[config.mk]
export PLATFORM = sky130hd
export DESIGN_NAME = adc_sequencer_control
export DESIGN_NICKNAME = d
export VERILOG_FILES = /design/src/inc/adc_seq_pkg.sv /design/src/core/adc_result_mem.sv /design/src/core/adc_conv_timer.sv /design/src/core/adc_sequencer_control.sv
export VERILOG_INCLUDE_DIRS = /design/src /design/src/inc
export SDC_FILE = /design/constraint.sdc
export NUM_CORES = 1
export LEC_CHECK = 0
export ABC_CLOCK_PERIOD_IN_PS = 2650
export BUFFER_PORTS_ARGS = -buffer_cell sky130_fd_sc_hd__buf_2
export CORE_UTILIZATION = 50
export CTS_CLUSTER_DIAMETER = 150
export CTS_CLUSTER_SIZE = 24
export DETAILED_ROUTE_END_ITERATION = 6
export PLACE_DENSITY = 0.73
export SLEW_MARGIN = 20
export SYNTH_ARGS = -nofsm -noshare
export SYNTH_HDL_FRONTEND = slang
export SYNTH_SLANG_ARGS = --single-unit
[constraint.sdc]
create_clock -name clock_in -period 2.65 [get_ports clock_in]
set_input_delay 0 -clock clock_in [delete_from_list [all_inputs] [get_ports clock_in]]
set_output_delay 0 -clock clock_in [all_outputs]
set_load 0.03 [all_outputs]
[src/inc/adc_seq_map.svh]
`ifndef ADC_SEQ_MAP_SVH
`define ADC_SEQ_MAP_SVH

// Register byte offsets
`define OFS_CTRL0        8'h00
`define OFS_CTRL1        8'h04
`define OFS_CTRL2        8'h08
`define OFS_STATUS       8'h0C
`define OFS_MASK         8'h10
`define OFS_RESULT_BASE  8'h20
`define OFS_RESULT_LAST  8'h3C

// adc_control_zero fields
`define C0_CHAN          2:0
`define C0_SWEEP_MODE    3
`define C0_TRIG          4
`define C0_START         5
// adc_control_one fields
`define C1_SWEEP         1:0
`define C1_RES10         2
`define C1_LADDER        3
// adc_control_two fields
`define C2_SMP           0
`define C2_GROUP         2:1
// Status and mask fields
`define ST_DONE          0
`define ST_BUSY          8
// Result word address bits
`define RES_IDX          4:2

// Conversion lengths in conversion-clock cycles
`define CYC_SH_8         6'h1C
`define CYC_SH_10        6'h21
`define CYC_NOSH_8       6'h2F
`define CYC_NOSH_10      6'h38

// Misc constants
`define SWEEP_FIRST_IDX  2'h1
`define POS_ZERO         3'h0
`define UPPER_PAD        2'h0
`define RES_WIDTH        10

`endif

[src/inc/adc_seq_pkg.sv]
package adc_seq_pkg;

   typedef enum logic [1:0] {ST_IDLE, ST_ARMED, ST_CONV} seq_state_e;

   // Analog multiplexer selection
   typedef struct packed {
      logic [1:0] group;
      logic [2:0] pos;
   } input_sel_s;

   // Conversion timer state
   typedef struct packed {
      logic [5:0] cnt;
      logic       busy;
      logic       done;
   } timer_state_s;

   // Result memory state
   typedef struct packed {
      logic [9:0] rdata;
   } mem_state_s;

   // Sequencer and register file state
   typedef struct packed {
      seq_state_e  state;
      logic [2:0]  chan;
      logic        sweep_mode;
      logic        trig;
      logic        start;
      logic [1:0]  sweep;
      logic        res10;
      logic        ladder;
      logic        sample_hold_enable;
      logic [1:0]  group;
      logic        done_sts;
      logic        done_mask;
      logic        irq;
      logic        prev_trig;
      logic        phase;
      logic [1:0]  idx;
      input_sel_s  sel;
      logic        conv_go;
      logic        abort;
      logic        wr_en;
      logic [2:0]  wr_addr;
      logic [9:0]  wr_data;
      logic [31:0] prdata;
      logic        pready;
      logic        pslverr;
      logic        active;
   } seq_state_s;

endpackage : adc_seq_pkg

[src/core/adc_result_mem.sv]
`timescale 1ns/1ns
`include "adc_seq_map.svh"

module adc_result_mem (
   // Clock and reset
   input  wire logic       clock_in,
   input  wire logic       rst_b_in,
   // Write port
   input  wire logic       wr_en_in,
   input  wire logic [2:0] wr_addr_in,
   input  wire logic [9:0] wr_data_in,
   // Read port
   input  wire logic [2:0] rd_addr_in,
   output logic [9:0]      rd_data_out
);

   adc_seq_pkg::mem_state_s r_reg;
   adc_seq_pkg::mem_state_s r_next;
   logic [9:0]              mem [0:7];

   // Storage has no reset, like the result registers it models
   always_ff @(posedge clock_in) begin
      if (wr_en_in) begin
         mem[wr_addr_in] <= wr_data_in;
      end
   end

   // Read data always comes from a register
   always_comb begin
      r_next       = r_reg;
      r_next.rdata = mem[rd_addr_in];
   end

   always_ff @(posedge clock_in) begin
      if (!rst_b_in) begin
         r_reg <= '0;
      end else begin
         r_reg <= r_next;
      end
   end

   assign rd_data_out = r_reg.rdata;

endmodule : adc_result_mem

[src/core/adc_conv_timer.sv]
`timescale 1ns/1ns
`include "adc_seq_map.svh"

module adc_conv_timer (
   // Clock and reset
   input  wire logic clock_in,
   input  wire logic rst_b_in,
   // Control
   input  wire logic go_in,
   input  wire logic abort_in,
   input  wire logic res10_in,
   input  wire logic smp_in,
   // Status
   output logic      busy_out,
   output logic      done_out
);

   adc_seq_pkg::timer_state_s r_reg;
   adc_seq_pkg::timer_state_s r_next;

   // Cycles per input; sample-and-hold shortens the conversion
   function automatic logic [5:0] conv_len(input logic res10, input logic sample_hold_enable);
      if (sample_hold_enable) begin
         conv_len = res10 ? `CYC_SH_10 : `CYC_SH_8;
      end else begin
         conv_len = res10 ? `CYC_NOSH_10 : `CYC_NOSH_8;
      end
   endfunction : conv_len

   // Done pulses exactly conv_len cycles after go
   always_comb begin
      r_next      = r_reg;
      r_next.done = 1'b0;
      if (abort_in) begin
         r_next.busy = 1'b0;
      end else if (go_in) begin
         r_next.busy = 1'b1;
         r_next.cnt  = conv_len(res10_in, smp_in) - 6'h1;
      end else if (r_reg.busy) begin
         if (r_reg.cnt == 6'h1) begin
            r_next.busy = 1'b0;
            r_next.done = 1'b1;
         end
         r_next.cnt = r_reg.cnt - 6'h1;
      end
   end

   always_ff @(posedge clock_in) begin
      if (!rst_b_in) begin
         r_reg <= '0;
      end else begin
         r_reg <= r_next;
      end
   end

   assign busy_out = r_reg.busy;
   assign done_out = r_reg.done;

endmodule : adc_conv_timer

[src/core/adc_sequencer_control.sv]
// Operation
// - One-shot mode converts the selected input exactly once, then finishes.
// - Software trigger: writing start bit one begins conversion.
// - Hardware trigger: trigger pin falling edge after start set begins conversion.
// - One-shot ends on completion; software trigger clears start bit itself.
// - Writing start bit zero halts; only stop for repeat sweep mode.
// - One-shot completion raises interrupt; repeat sweep raises none.
// - Channel field plus group field pick one input in one-shot.
// - Each result lands in the result register of its input position.
// - Repeat sweep interleaves input zero: 0,1,0,2,0,3, forever.
// - Sweep field picks first one to four inputs of the group.
// - Any group may be swept, all inputs from that one group.
// - Ten-bit mode stores bits 9..0; eight-bit mode bits 9..2.
// - With sample-and-hold, 28 cycles at 8 bits, 33 at 10 bits.
// - Ladder connect zero cuts the reference ladder, no current flows.
// - Ten-bit mode upper byte gives two top bits; eight-bit reads zero.
`timescale 1ns/1ns
`include "adc_seq_map.svh"

module adc_sequencer_control (
   // Clock and reset
   input  wire logic                      clock_in,
   input  wire logic                      rst_b_in,
   // APB slave
   input  wire logic                      psel_in,
   input  wire logic                      penable_in,
   input  wire logic                      pwrite_in,
   input  wire logic [7:0]                paddr_in,
   input  wire logic [31:0]               pwdata_in,
   output logic [31:0]                    prdata_out,
   output logic                           pready_out,
   output logic                           pslverr_out,
   // Interrupt
   output logic                           irq_out,
   // Analog front end
   input  wire logic [9:0]                conv_code_in,
   input  wire logic                      external_trigger_pin_in,
   output adc_seq_pkg::input_sel_s        input_sel_out,
   output logic                           sample_hold_enable_out,
   output logic                           ladder_connect_out,
   output logic                           conversion_active_out
);

   adc_seq_pkg::seq_state_s r_reg;
   adc_seq_pkg::seq_state_s r_next;
   logic [9:0]              mem_rdata;
   logic                    tmr_done;

   ////////////////////////////////////////////////////////////////////////////
   // Helpers

   // True for any offset that the register map decodes
   function automatic logic addr_mapped(input logic [7:0] a);
      addr_mapped = (a == `OFS_CTRL0) || (a == `OFS_CTRL1) || (a == `OFS_CTRL2) ||
                    (a == `OFS_STATUS) || (a == `OFS_MASK) ||
                    ((a >= `OFS_RESULT_BASE) && (a <= `OFS_RESULT_LAST) &&
                     (a[1:0] == 2'h0));
   endfunction : addr_mapped

   // Result registers sit in one aligned word range
   function automatic logic is_result(input logic [7:0] a);
      is_result = (a >= `OFS_RESULT_BASE) && (a <= `OFS_RESULT_LAST);
   endfunction : is_result

   ////////////////////////////////////////////////////////////////////////////
   // Submodules

   // Result registers, one per input position
   adc_result_mem u_mem (
      .clock_in    (clock_in),
      .rst_b_in    (rst_b_in),
      .wr_en_in    (r_reg.wr_en),
      .wr_addr_in  (r_reg.wr_addr),
      .wr_data_in  (r_reg.wr_data),
      .rd_addr_in  (paddr_in[`RES_IDX]),
      .rd_data_out (mem_rdata)
   );

   // Per-input conversion length
   adc_conv_timer u_tmr (
      .clock_in (clock_in),
      .rst_b_in (rst_b_in),
      .go_in    (r_reg.conv_go),
      .abort_in (r_reg.abort),
      .res10_in (r_reg.res10),
      .smp_in   (r_reg.sample_hold_enable),
      .busy_out (),
      .done_out (tmr_done)
   );

   ////////////////////////////////////////////////////////////////////////////
   // Next state

   always_comb begin
      logic access;
      logic wr_fire;
      logic trig_fall;
      logic done_set;
      logic [9:0] stored;
      access    = psel_in && penable_in;
      wr_fire   = access && r_reg.pready && pwrite_in;
      trig_fall = r_reg.prev_trig && !external_trigger_pin_in;
      done_set  = 1'b0;
      stored    = '0;

      r_next           = r_reg;
      r_next.conv_go   = 1'b0;
      r_next.abort     = 1'b0;
      r_next.wr_en     = 1'b0;
      r_next.prev_trig = external_trigger_pin_in;

      // Answer in the second access cycle; read data taken one cycle early
      r_next.pready = access && !r_reg.pready;
      if (access && !r_reg.pready) begin
         r_next.prdata  = '0;
         r_next.pslverr = !addr_mapped(paddr_in);
         // Misaligned result offsets are refused and read zero
         if (is_result(paddr_in) && addr_mapped(paddr_in)) begin
            r_next.prdata[9:0] = mem_rdata;
         end else begin
            unique case (paddr_in)
               `OFS_CTRL0: begin
                  r_next.prdata[`C0_CHAN]       = r_reg.chan;
                  r_next.prdata[`C0_SWEEP_MODE] = r_reg.sweep_mode;
                  r_next.prdata[`C0_TRIG]       = r_reg.trig;
                  r_next.prdata[`C0_START]      = r_reg.start;
               end
               `OFS_CTRL1: begin
                  r_next.prdata[`C1_SWEEP]  = r_reg.sweep;
                  r_next.prdata[`C1_RES10]  = r_reg.res10;
                  r_next.prdata[`C1_LADDER] = r_reg.ladder;
               end
               `OFS_CTRL2: begin
                  r_next.prdata[`C2_SMP]   = r_reg.sample_hold_enable;
                  r_next.prdata[`C2_GROUP] = r_reg.group;
               end
               `OFS_STATUS: begin
                  r_next.prdata[`ST_DONE] = r_reg.done_sts;
                  r_next.prdata[`ST_BUSY] = (r_reg.state != adc_seq_pkg::ST_IDLE);
               end
               `OFS_MASK: r_next.prdata[`ST_DONE] = r_reg.done_mask;
               default: r_next.prdata = '0;
            endcase
         end
      end else if (!access) begin
         r_next.pslverr = 1'b0;
      end

      // Sequencer
      unique case (r_reg.state)
         adc_seq_pkg::ST_IDLE: begin
         end
         adc_seq_pkg::ST_ARMED: begin
            if (trig_fall) begin
               r_next.state   = adc_seq_pkg::ST_CONV;
               r_next.conv_go = 1'b1;
            end
         end
         adc_seq_pkg::ST_CONV: begin
            if (tmr_done) begin
               // Eight-bit results keep the top eight bits of the code
               stored = r_reg.res10 ? conv_code_in
                                    : {`UPPER_PAD, conv_code_in[9:2]};
               r_next.wr_en   = 1'b1;
               r_next.wr_addr = r_reg.sel.pos;
               r_next.wr_data = stored;
               if (r_reg.sweep_mode) begin
                  // Start stays set; the sweep only ends on a software halt
                  r_next.conv_go = 1'b1;
                  if (!r_reg.phase) begin
                     if (r_reg.sweep != 2'h0) begin
                        r_next.phase   = 1'b1;
                        r_next.sel.pos = {1'b0, r_reg.idx};
                     end
                  end else begin
                     r_next.phase   = 1'b0;
                     r_next.sel.pos = `POS_ZERO;
                     r_next.idx     = (r_reg.idx == r_reg.sweep) ? `SWEEP_FIRST_IDX
                                                                 : r_reg.idx + 2'h1;
                  end
               end else begin
                  r_next.state = adc_seq_pkg::ST_IDLE;
                  done_set     = 1'b1;
                  if (!r_reg.trig) begin
                     r_next.start = 1'b0;
                  end
               end
            end
         end
         default: r_next.state = adc_seq_pkg::ST_IDLE;
      endcase

      // Register writes; software wins over the hardware clear of start
      if (wr_fire) begin
         unique case (paddr_in)
            `OFS_CTRL0: begin
               r_next.chan       = pwdata_in[`C0_CHAN];
               r_next.sweep_mode = pwdata_in[`C0_SWEEP_MODE];
               r_next.trig       = pwdata_in[`C0_TRIG];
               r_next.start      = pwdata_in[`C0_START];
               if (!pwdata_in[`C0_START]) begin
                  r_next.state = adc_seq_pkg::ST_IDLE;
                  r_next.abort = 1'b1;
                  r_next.conv_go = 1'b0;
                  r_next.wr_en = 1'b0;
               end else if (r_reg.state == adc_seq_pkg::ST_IDLE) begin
                  // Selection is latched here; the group holds for the whole run, the position too in one-shot
                  r_next.sel.group = r_reg.group;
                  r_next.phase     = 1'b0;
                  r_next.idx       = `SWEEP_FIRST_IDX;
                  r_next.sel.pos   = pwdata_in[`C0_SWEEP_MODE] ? `POS_ZERO
                                                               : pwdata_in[`C0_CHAN];
                  if (pwdata_in[`C0_TRIG]) begin
                     r_next.state = adc_seq_pkg::ST_ARMED;
                  end else begin
                     r_next.state   = adc_seq_pkg::ST_CONV;
                     r_next.conv_go = 1'b1;
                  end
               end
            end
            `OFS_CTRL1: begin
               r_next.sweep  = pwdata_in[`C1_SWEEP];
               r_next.res10  = pwdata_in[`C1_RES10];
               r_next.ladder = pwdata_in[`C1_LADDER];
            end
            `OFS_CTRL2: begin
               r_next.sample_hold_enable   = pwdata_in[`C2_SMP];
               r_next.group = pwdata_in[`C2_GROUP];
            end
            `OFS_STATUS: begin
               if (pwdata_in[`ST_DONE]) begin
                  r_next.done_sts = 1'b0;
               end
            end
            `OFS_MASK: r_next.done_mask = pwdata_in[`ST_DONE];
            default: begin
            end
         endcase
      end

      // A completion in the clearing cycle is kept
      if (done_set) begin
         r_next.done_sts = 1'b1;
      end
      r_next.irq = r_next.done_sts && r_next.done_mask;
      // Registered so the busy indication is glitch free at the pin
      r_next.active = (r_next.state == adc_seq_pkg::ST_CONV);
   end

   ////////////////////////////////////////////////////////////////////////////
   // State register

   always_ff @(posedge clock_in) begin
      if (!rst_b_in) begin
         r_reg           <= '0;
         r_reg.state     <= adc_seq_pkg::ST_IDLE;
         r_reg.prev_trig <= 1'b1; // Avoid a false edge just after reset
         r_reg.idx       <= `SWEEP_FIRST_IDX;
      end else begin
         r_reg <= r_next;
      end
   end

   ////////////////////////////////////////////////////////////////////////////
   // Outputs, all from the state register

   assign prdata_out             = r_reg.prdata;
   assign pready_out             = r_reg.pready;
   assign pslverr_out            = r_reg.pslverr;
   assign irq_out                = r_reg.irq;
   assign input_sel_out          = r_reg.sel;
   assign sample_hold_enable_out = r_reg.sample_hold_enable;
   // Ladder is cut whenever the bit is clear, saving reference current
   assign ladder_connect_out     = r_reg.ladder;
   assign conversion_active_out  = r_reg.active;

endmodule : adc_sequencer_control

Yosys cells after proc, flatten, opt, wreduce, memory -nomap -nowiden --
Memories as Yosys holds them, arrays and structs flattened. A register that Yosys moved wholly into a read port is not among the register bits. Cells that the tools add are included.
Cells by class: $add $sub $neg 3, order comparisons 2, equal/unequal tests 10, muxes and demuxes 65, bitwise operators 3, reduce and logical (&&, ||, !) cells 33
Operators by type and width (number):
- $mux 14 | 2
- $mux 3 | 8
- $mux 6 | 4
- $mux 8 | 3
- $mux 11 | 2
- $mux 2 | 11
- $mux 1 | 21
- $mux 10 | 2
- $mux 17 | 1
- $eq 8x4->1 const B | 2
- $mux 4 | 3
- $pmux 2 s3 | 2
- $sub 6x1->6 const B | 2
- $reduce_and 2->1 | 5
- $logic_and 1x1->1 | 9
- $mux 9 | 1
- $eq 8x3->1 const B | 1
- $eq 8x5->1 const B | 1
- $ge 8x6->1 const B | 1
- $le 8x6->1 const B | 1
- $logic_not 8->1 | 1
- $mux 7 | 1
- $eq 6x1->1 const B | 1
- $reduce_bool 2->1 | 3
- other kinds (16) | 28
Storage, ports and cells: register bits 64, memory bits (writable) 80, input bits 56, output and inout port bits 43, logic and storage cells 147, memories kept 1
Memory list:
- u_mem.mem | words 8, width 10, rd ports 1, clocked after memory_dff 1, wr ports 1, RTL line adc_result_mem.sv:19 | logic [9:0] mem [0:7];

Depth between registers and ports, before layout --
word-level depth 11, gate-level depth with buffers 7, depth with buffers taken out 6

By module --
Synthesis repeated with hierarchy kept, for this count alone.
Unflattened totals: cells, all modules 546, area, all modules 6762.7 sq um
By module, submodules not included:
- adc_result_mem | instances 1, cells each 163, area an instance 3330.7 sq um
- adc_sequencer_control | instances 1, cells each 323, area an instance 2909.0 sq um
- adc_conv_timer | instances 1, cells each 60, area an instance 523.0 sq um

Least setup slack after synthesis --
OpenSTA, ideal clock, no wires.
path type reg2reg, start point register r_reg (netlist bit pready_out), end point register r_reg (netlist bit input_sel_out[2]), data arrival time 1.700 ns, required time 2.580 ns, setup slack 0.879 ns, stages on the path, launching flop included 5, clock period less this slack 1.771 ns, cell sequence dfxtp_1 > nand4_1 > or4_1 > or3b_1 > a21oi_1
On the way: cells in the longest elaborated chain, start to end 3
Ends and longest elaborated chain:
- start: declaration | RTL line adc_sequencer_control.sv:44 | adc_seq_pkg::seq_state_s r_reg;
- start signal: assignment | RTL line adc_sequencer_control.sv:260 | r_reg <= r_next;
- $logic_and 1x1->1 (2 in a row) | RTL line adc_sequencer_control.sv:101 | wr_fire = access && r_reg.pready && pwrite_in;
- $mux 11 | RTL line adc_sequencer_control.sv:194 | if (wr_fire) begin
Every way passes these cells. A chain may end at the register's enable or synchronous reset.

Worst setup path in the final report --
start point register r_reg[76] in the netlist's numbering, end point register r_reg (netlist bit input_sel_out[2])
On the way: cells in the longest elaborated chain, start to end 6, elaborated cells on any way between the ends 7, those cells by class eq/ne (1); mux (5); reduce/logical (1)
Ends and longest elaborated chain:
- $eq 2x2->1 | RTL line adc_sequencer_control.sv:150 | unique case (r_reg.state)
- $mux 3 | RTL line adc_sequencer_control.sv:150
- $mux 9 | RTL line adc_sequencer_control.sv:206 | end else if (r_reg.state == adc_seq_pkg::ST_IDLE) begin
- $mux 8 | RTL line adc_sequencer_control.sv:201 | if (!pwdata_in[`C0_START]) begin
- $mux 11 | RTL line adc_sequencer_control.sv:195 | unique case (paddr_in)
- $mux 11 * | RTL line adc_sequencer_control.sv:194
Every way passes the cells marked *; elsewhere a longest branch is shown, timed or not.

==> summary.md <==
| Metric | Value |
|---|---|
| Tmin final | 1.91 ns |
| Cell area after synthesis | about 0.0066 sq mm |
| Slowest CP cell | or4_1 |
| Met2 routed WL | between 7000 and 8000 um |
| Max FFs per register | 80 |
| Top Ports | 99 |
| Max VDD drop | approximately 0.0006 V |
| Wl on met1 | roughly 6100 um |
| Synth Flop Type | edfxtp_1 |
| Most common cell after layout, fill and taps aside | edfxtp_1 |
| DRC | 0 |
| DPL Wire Length | 9590 um |
| RSZ-0062 raised after global routing | false |
| GRT Util Overall | 22.8% |
| Largest net degree at the start of global routing | 31 |
| CP Class | reg -> reg |
| Clk_lat worst skew | 0.43 ns |
| Slew Limit Fails | 0 |
| Via count | roughly 4.5k |
| Status | completed |
| Highest metal used | met4 |
| Top cells by area, synth | edfxtp_1 (36%), dfxtp_1 (22%), mux4_2 (7.2%) |
| Row cnt | just over 40 |
| CP Launch Type | flip-flop |
| Slew HR | a little over two fifths |
| CP Capture Point | input_sel_out[2]$_SDFF_PN0_ |
| Final ANT Viol Nets | 0 |
| Final Skew | between 0.009 and 0.01 ns |
| Flop-to-flop setup slack | 0.74 ns |
| # Post-CTS Setup Buffers | 0 |
| CTS tree | done |
| R2R depth | 6 |
| Max Clk Rate | between 500 and 600 MHz |
| CTS resizes | 0 |
| Critical path, cell by cell | inv_1 > ha_1 > nand2_1 > or4_1 > or3b_1 > a21oi_1 |
| Chip width | between 100 and 150 um |
| Longest Clk Path Bufs | 2 |
| CORE AREA | between 0.01 and 0.015 sq mm |
| Die H | ~120 um |
| Yosys cell types | 57 |
| Worst path max stage delay | ~0.45 ns |
| Met3 WL | 800 um |
| Critical-path maximum fanout | 7 |
| Hold buffers post-CTS | 23 |
| First-pass GRT wire length | roughly 23000 um |
| Antenna cells | 0 |
| Power per cell area | between 600 and 700 mW/mm^2 |
| Initial DRC count | approximately 450 |
| Synth Register Bits | roughly 150 |
| Worst r2r dst | input_sel_out[2]$_SDFF_PN0_ |
| Gpl congestion | between 0.8 and 0.9 |
| Share of layout cells above drive strength 1 | 20.0% |
| Hold Crit Class | in -> reg |
| DR WL/cell | between 15 and 20 um |
| Pre-antenna DRT Iters | 7 |
| Die area | between 0.01 and 0.015 sq mm |
| Worst Setup SP | r_reg[76]$_SDFF_PN0_ |
| Async S/R FF share, synth | 0% |
| Fin. Hold Viols | 0 |
| Area growth syn-to-layout | 16.8% |
| Vias in the first global route | around 4.4k |
| Post-Syn Instances | about 550 |
| Critical path required time | 3.00 ns |
| Setup ws final | 0.735 ns |
| Max cap viols | 0 |
| Root buf cell | clkbuf_16 |
| Final setup viols | 0 |
| Initial core utilization | between 50% and 60% |
| Total CTS buffers | 17 |
| Seq/Total Area, Yosys | between 50% and 60% |
| Worst-path clk slew | ~0.06 ns |
| Pre-CTS setup slack | ~0.65 ns |
| Reg-to-Reg Start | r_reg[76]$_SDFF_PN0_ |
| Period utilization | 72.3% |
| EDFF count, synth | 80 |
| Crit path DAT | 2.26 ns |
| PortBufs | 50 |
| Most frequent cells in the layout | edfxtp_1 (80), dfxtp_1 (74), nor2_1 (51) |
| Htree depth | 4 |
| Worst slew pin tran | slightly below 0.9 ns |
| Ys Warns | 0 |
| Initial antenna violation count | 0 |
| Setup crit end kind | flip-flop |
| Post-Route Setup TNS | 0 ns |
| Clock tree sinks | between 150 and 200 |
| Fin util | between 60% and 70% |
| Area share of the largest cell type after synthesis | a little over a third |
| Vias per cell | between 5 and 6 |
| Total grt overflow | 0 |
| Leak | approximately 2.8 nW |
| Final net count | around 680 |
| Final wirelength | 14300 um |
| Mean Syn Cell Area | 12.1 sq um |
| Most area-hungry cell type in the Yosys netlist | edfxtp_1 |
| PnR Total Power | about 5.1 mW |
==> cell usage after synthesis, types with 2 or more instances <==
cell and count:
dfxtp_1 74, o311ai_0 2, mux4_2 21, nand2_1 40, and4_1 3, nor4b_1 2, a221oi_1 3, a22oi_1 4
ha_1 10, or4_1 3, nor4_1 4, nand4_1 3, nand2b_1 10, nor2_1 51, inv_1 11, clkbuf_1 17
nor2b_1 4, xnor2_1 2, a32oi_1 2, a21oi_1 32, nor3b_1 4, o2111a_1 2, a31oi_1 2, nand3b_1 3
mux2i_1 30, nand3_1 10, buf_4 37, buf_1 8, o211ai_1 3, a211oi_1 9, o21ai_0 19, nor3_1 12
buf_2 2, edfxtp_1 80, a22o_1 2, or3_1 2, a311oi_1 2
==> worst min path at each step <==
stage          cells past startpoint               startpoint  slack (ns)                    to
2_1_floorplan                      1                 rst_b_in        0.07  r_reg[59]$_SDFF_PN1_
6_report                           3                 rst_b_in        0.03  r_reg[56]$_SDFF_PN1_
4_1_cts                            3                 rst_b_in        0.01  r_reg[56]$_SDFF_PN1_
5_1_grt                            3                 rst_b_in        0.02  r_reg[56]$_SDFF_PN1_
3_3_place_gp                       2  external_trigger_pin_in        0.20  r_reg[59]$_SDFF_PN1_
3_5_place_dp                       2  external_trigger_pin_in        0.21  r_reg[59]$_SDFF_PN1_
==> routing by layer <==
| layer | vias to the layer above | track usage (%) |
|---|---|---|
| met3 | 37 | 6.13 |
| met4 | 0 | 9.62 |
| li1 | 2095 | - |
| met2 | 191 | 38.4 |
| met1 | 2146 | 27.7 |
| met5 | - | 0 |
==> layout make-up <==
| class | count | area (sq um) |
|---|---|---|
| multi-input combinational | 336 | 2370 |
| inverter | 12 | 45.0 |
| sequential | 154 | 3880 |
| clock buffer | 17 | 425 |
| tap | 172 | 215 |
| fill | 989 | 5010 |
| clock inverter | 15 | 143 |
| timing repair buffer | 91 | 628 |
==> worst max-delay path: cells and delay by family, from the launching register on <==
| kind | cells | cell delay [ns] |
|---|---|---|
| fa+ha+maj | 1 | 0.34 |
| flops | 1 | 0.34 |
| buf+inv | 1 | 0.10 |
| compound gates | 1 | 0.15 |
| simple gates | 3 | 0.91 |
==> metrics by stage <==
stage / cells / hold slack [ns] / cell area, sq um
finish: 797 / 0.0261 / 7710
global route: 797 / 0.0151 / 7710
CTS: 797 / 0.0129 / 7710
detailed placement: 742 / 0.214 / 6910
global placement: 742 / 0.204 / 6910
floorplan: 566 / 0.0730 / 6680
==> cell families after synthesis <==
| family | after synthesis | share of synthesized area, % |
|---|---|---|
| muxes | 51 | 11.7 |
| and+or+nand+nor | 159 | 11.8 |
| buffers and inverters | 76 | 6.46 |
| xor gates and xnor gates | 3 | 0.398 |
| adders and majority gates | 10 | 1.90 |
| AOI/OAI and AO/OA | 91 | 8.85 |
| DFF | 154 | 58.8 |
| other | 1 | 0.0568 |
==> where the power goes <==
| part | switching (mW) | internal (mW) |
|---|---|---|
| sequential | 0.00736 | 2.50 |
| combinational | 0.163 | 0.100 |
| clock | 1.00 | 1.31 |
| total | 1.17 | 3.91 |
Power figures use the tool's default switching activity.
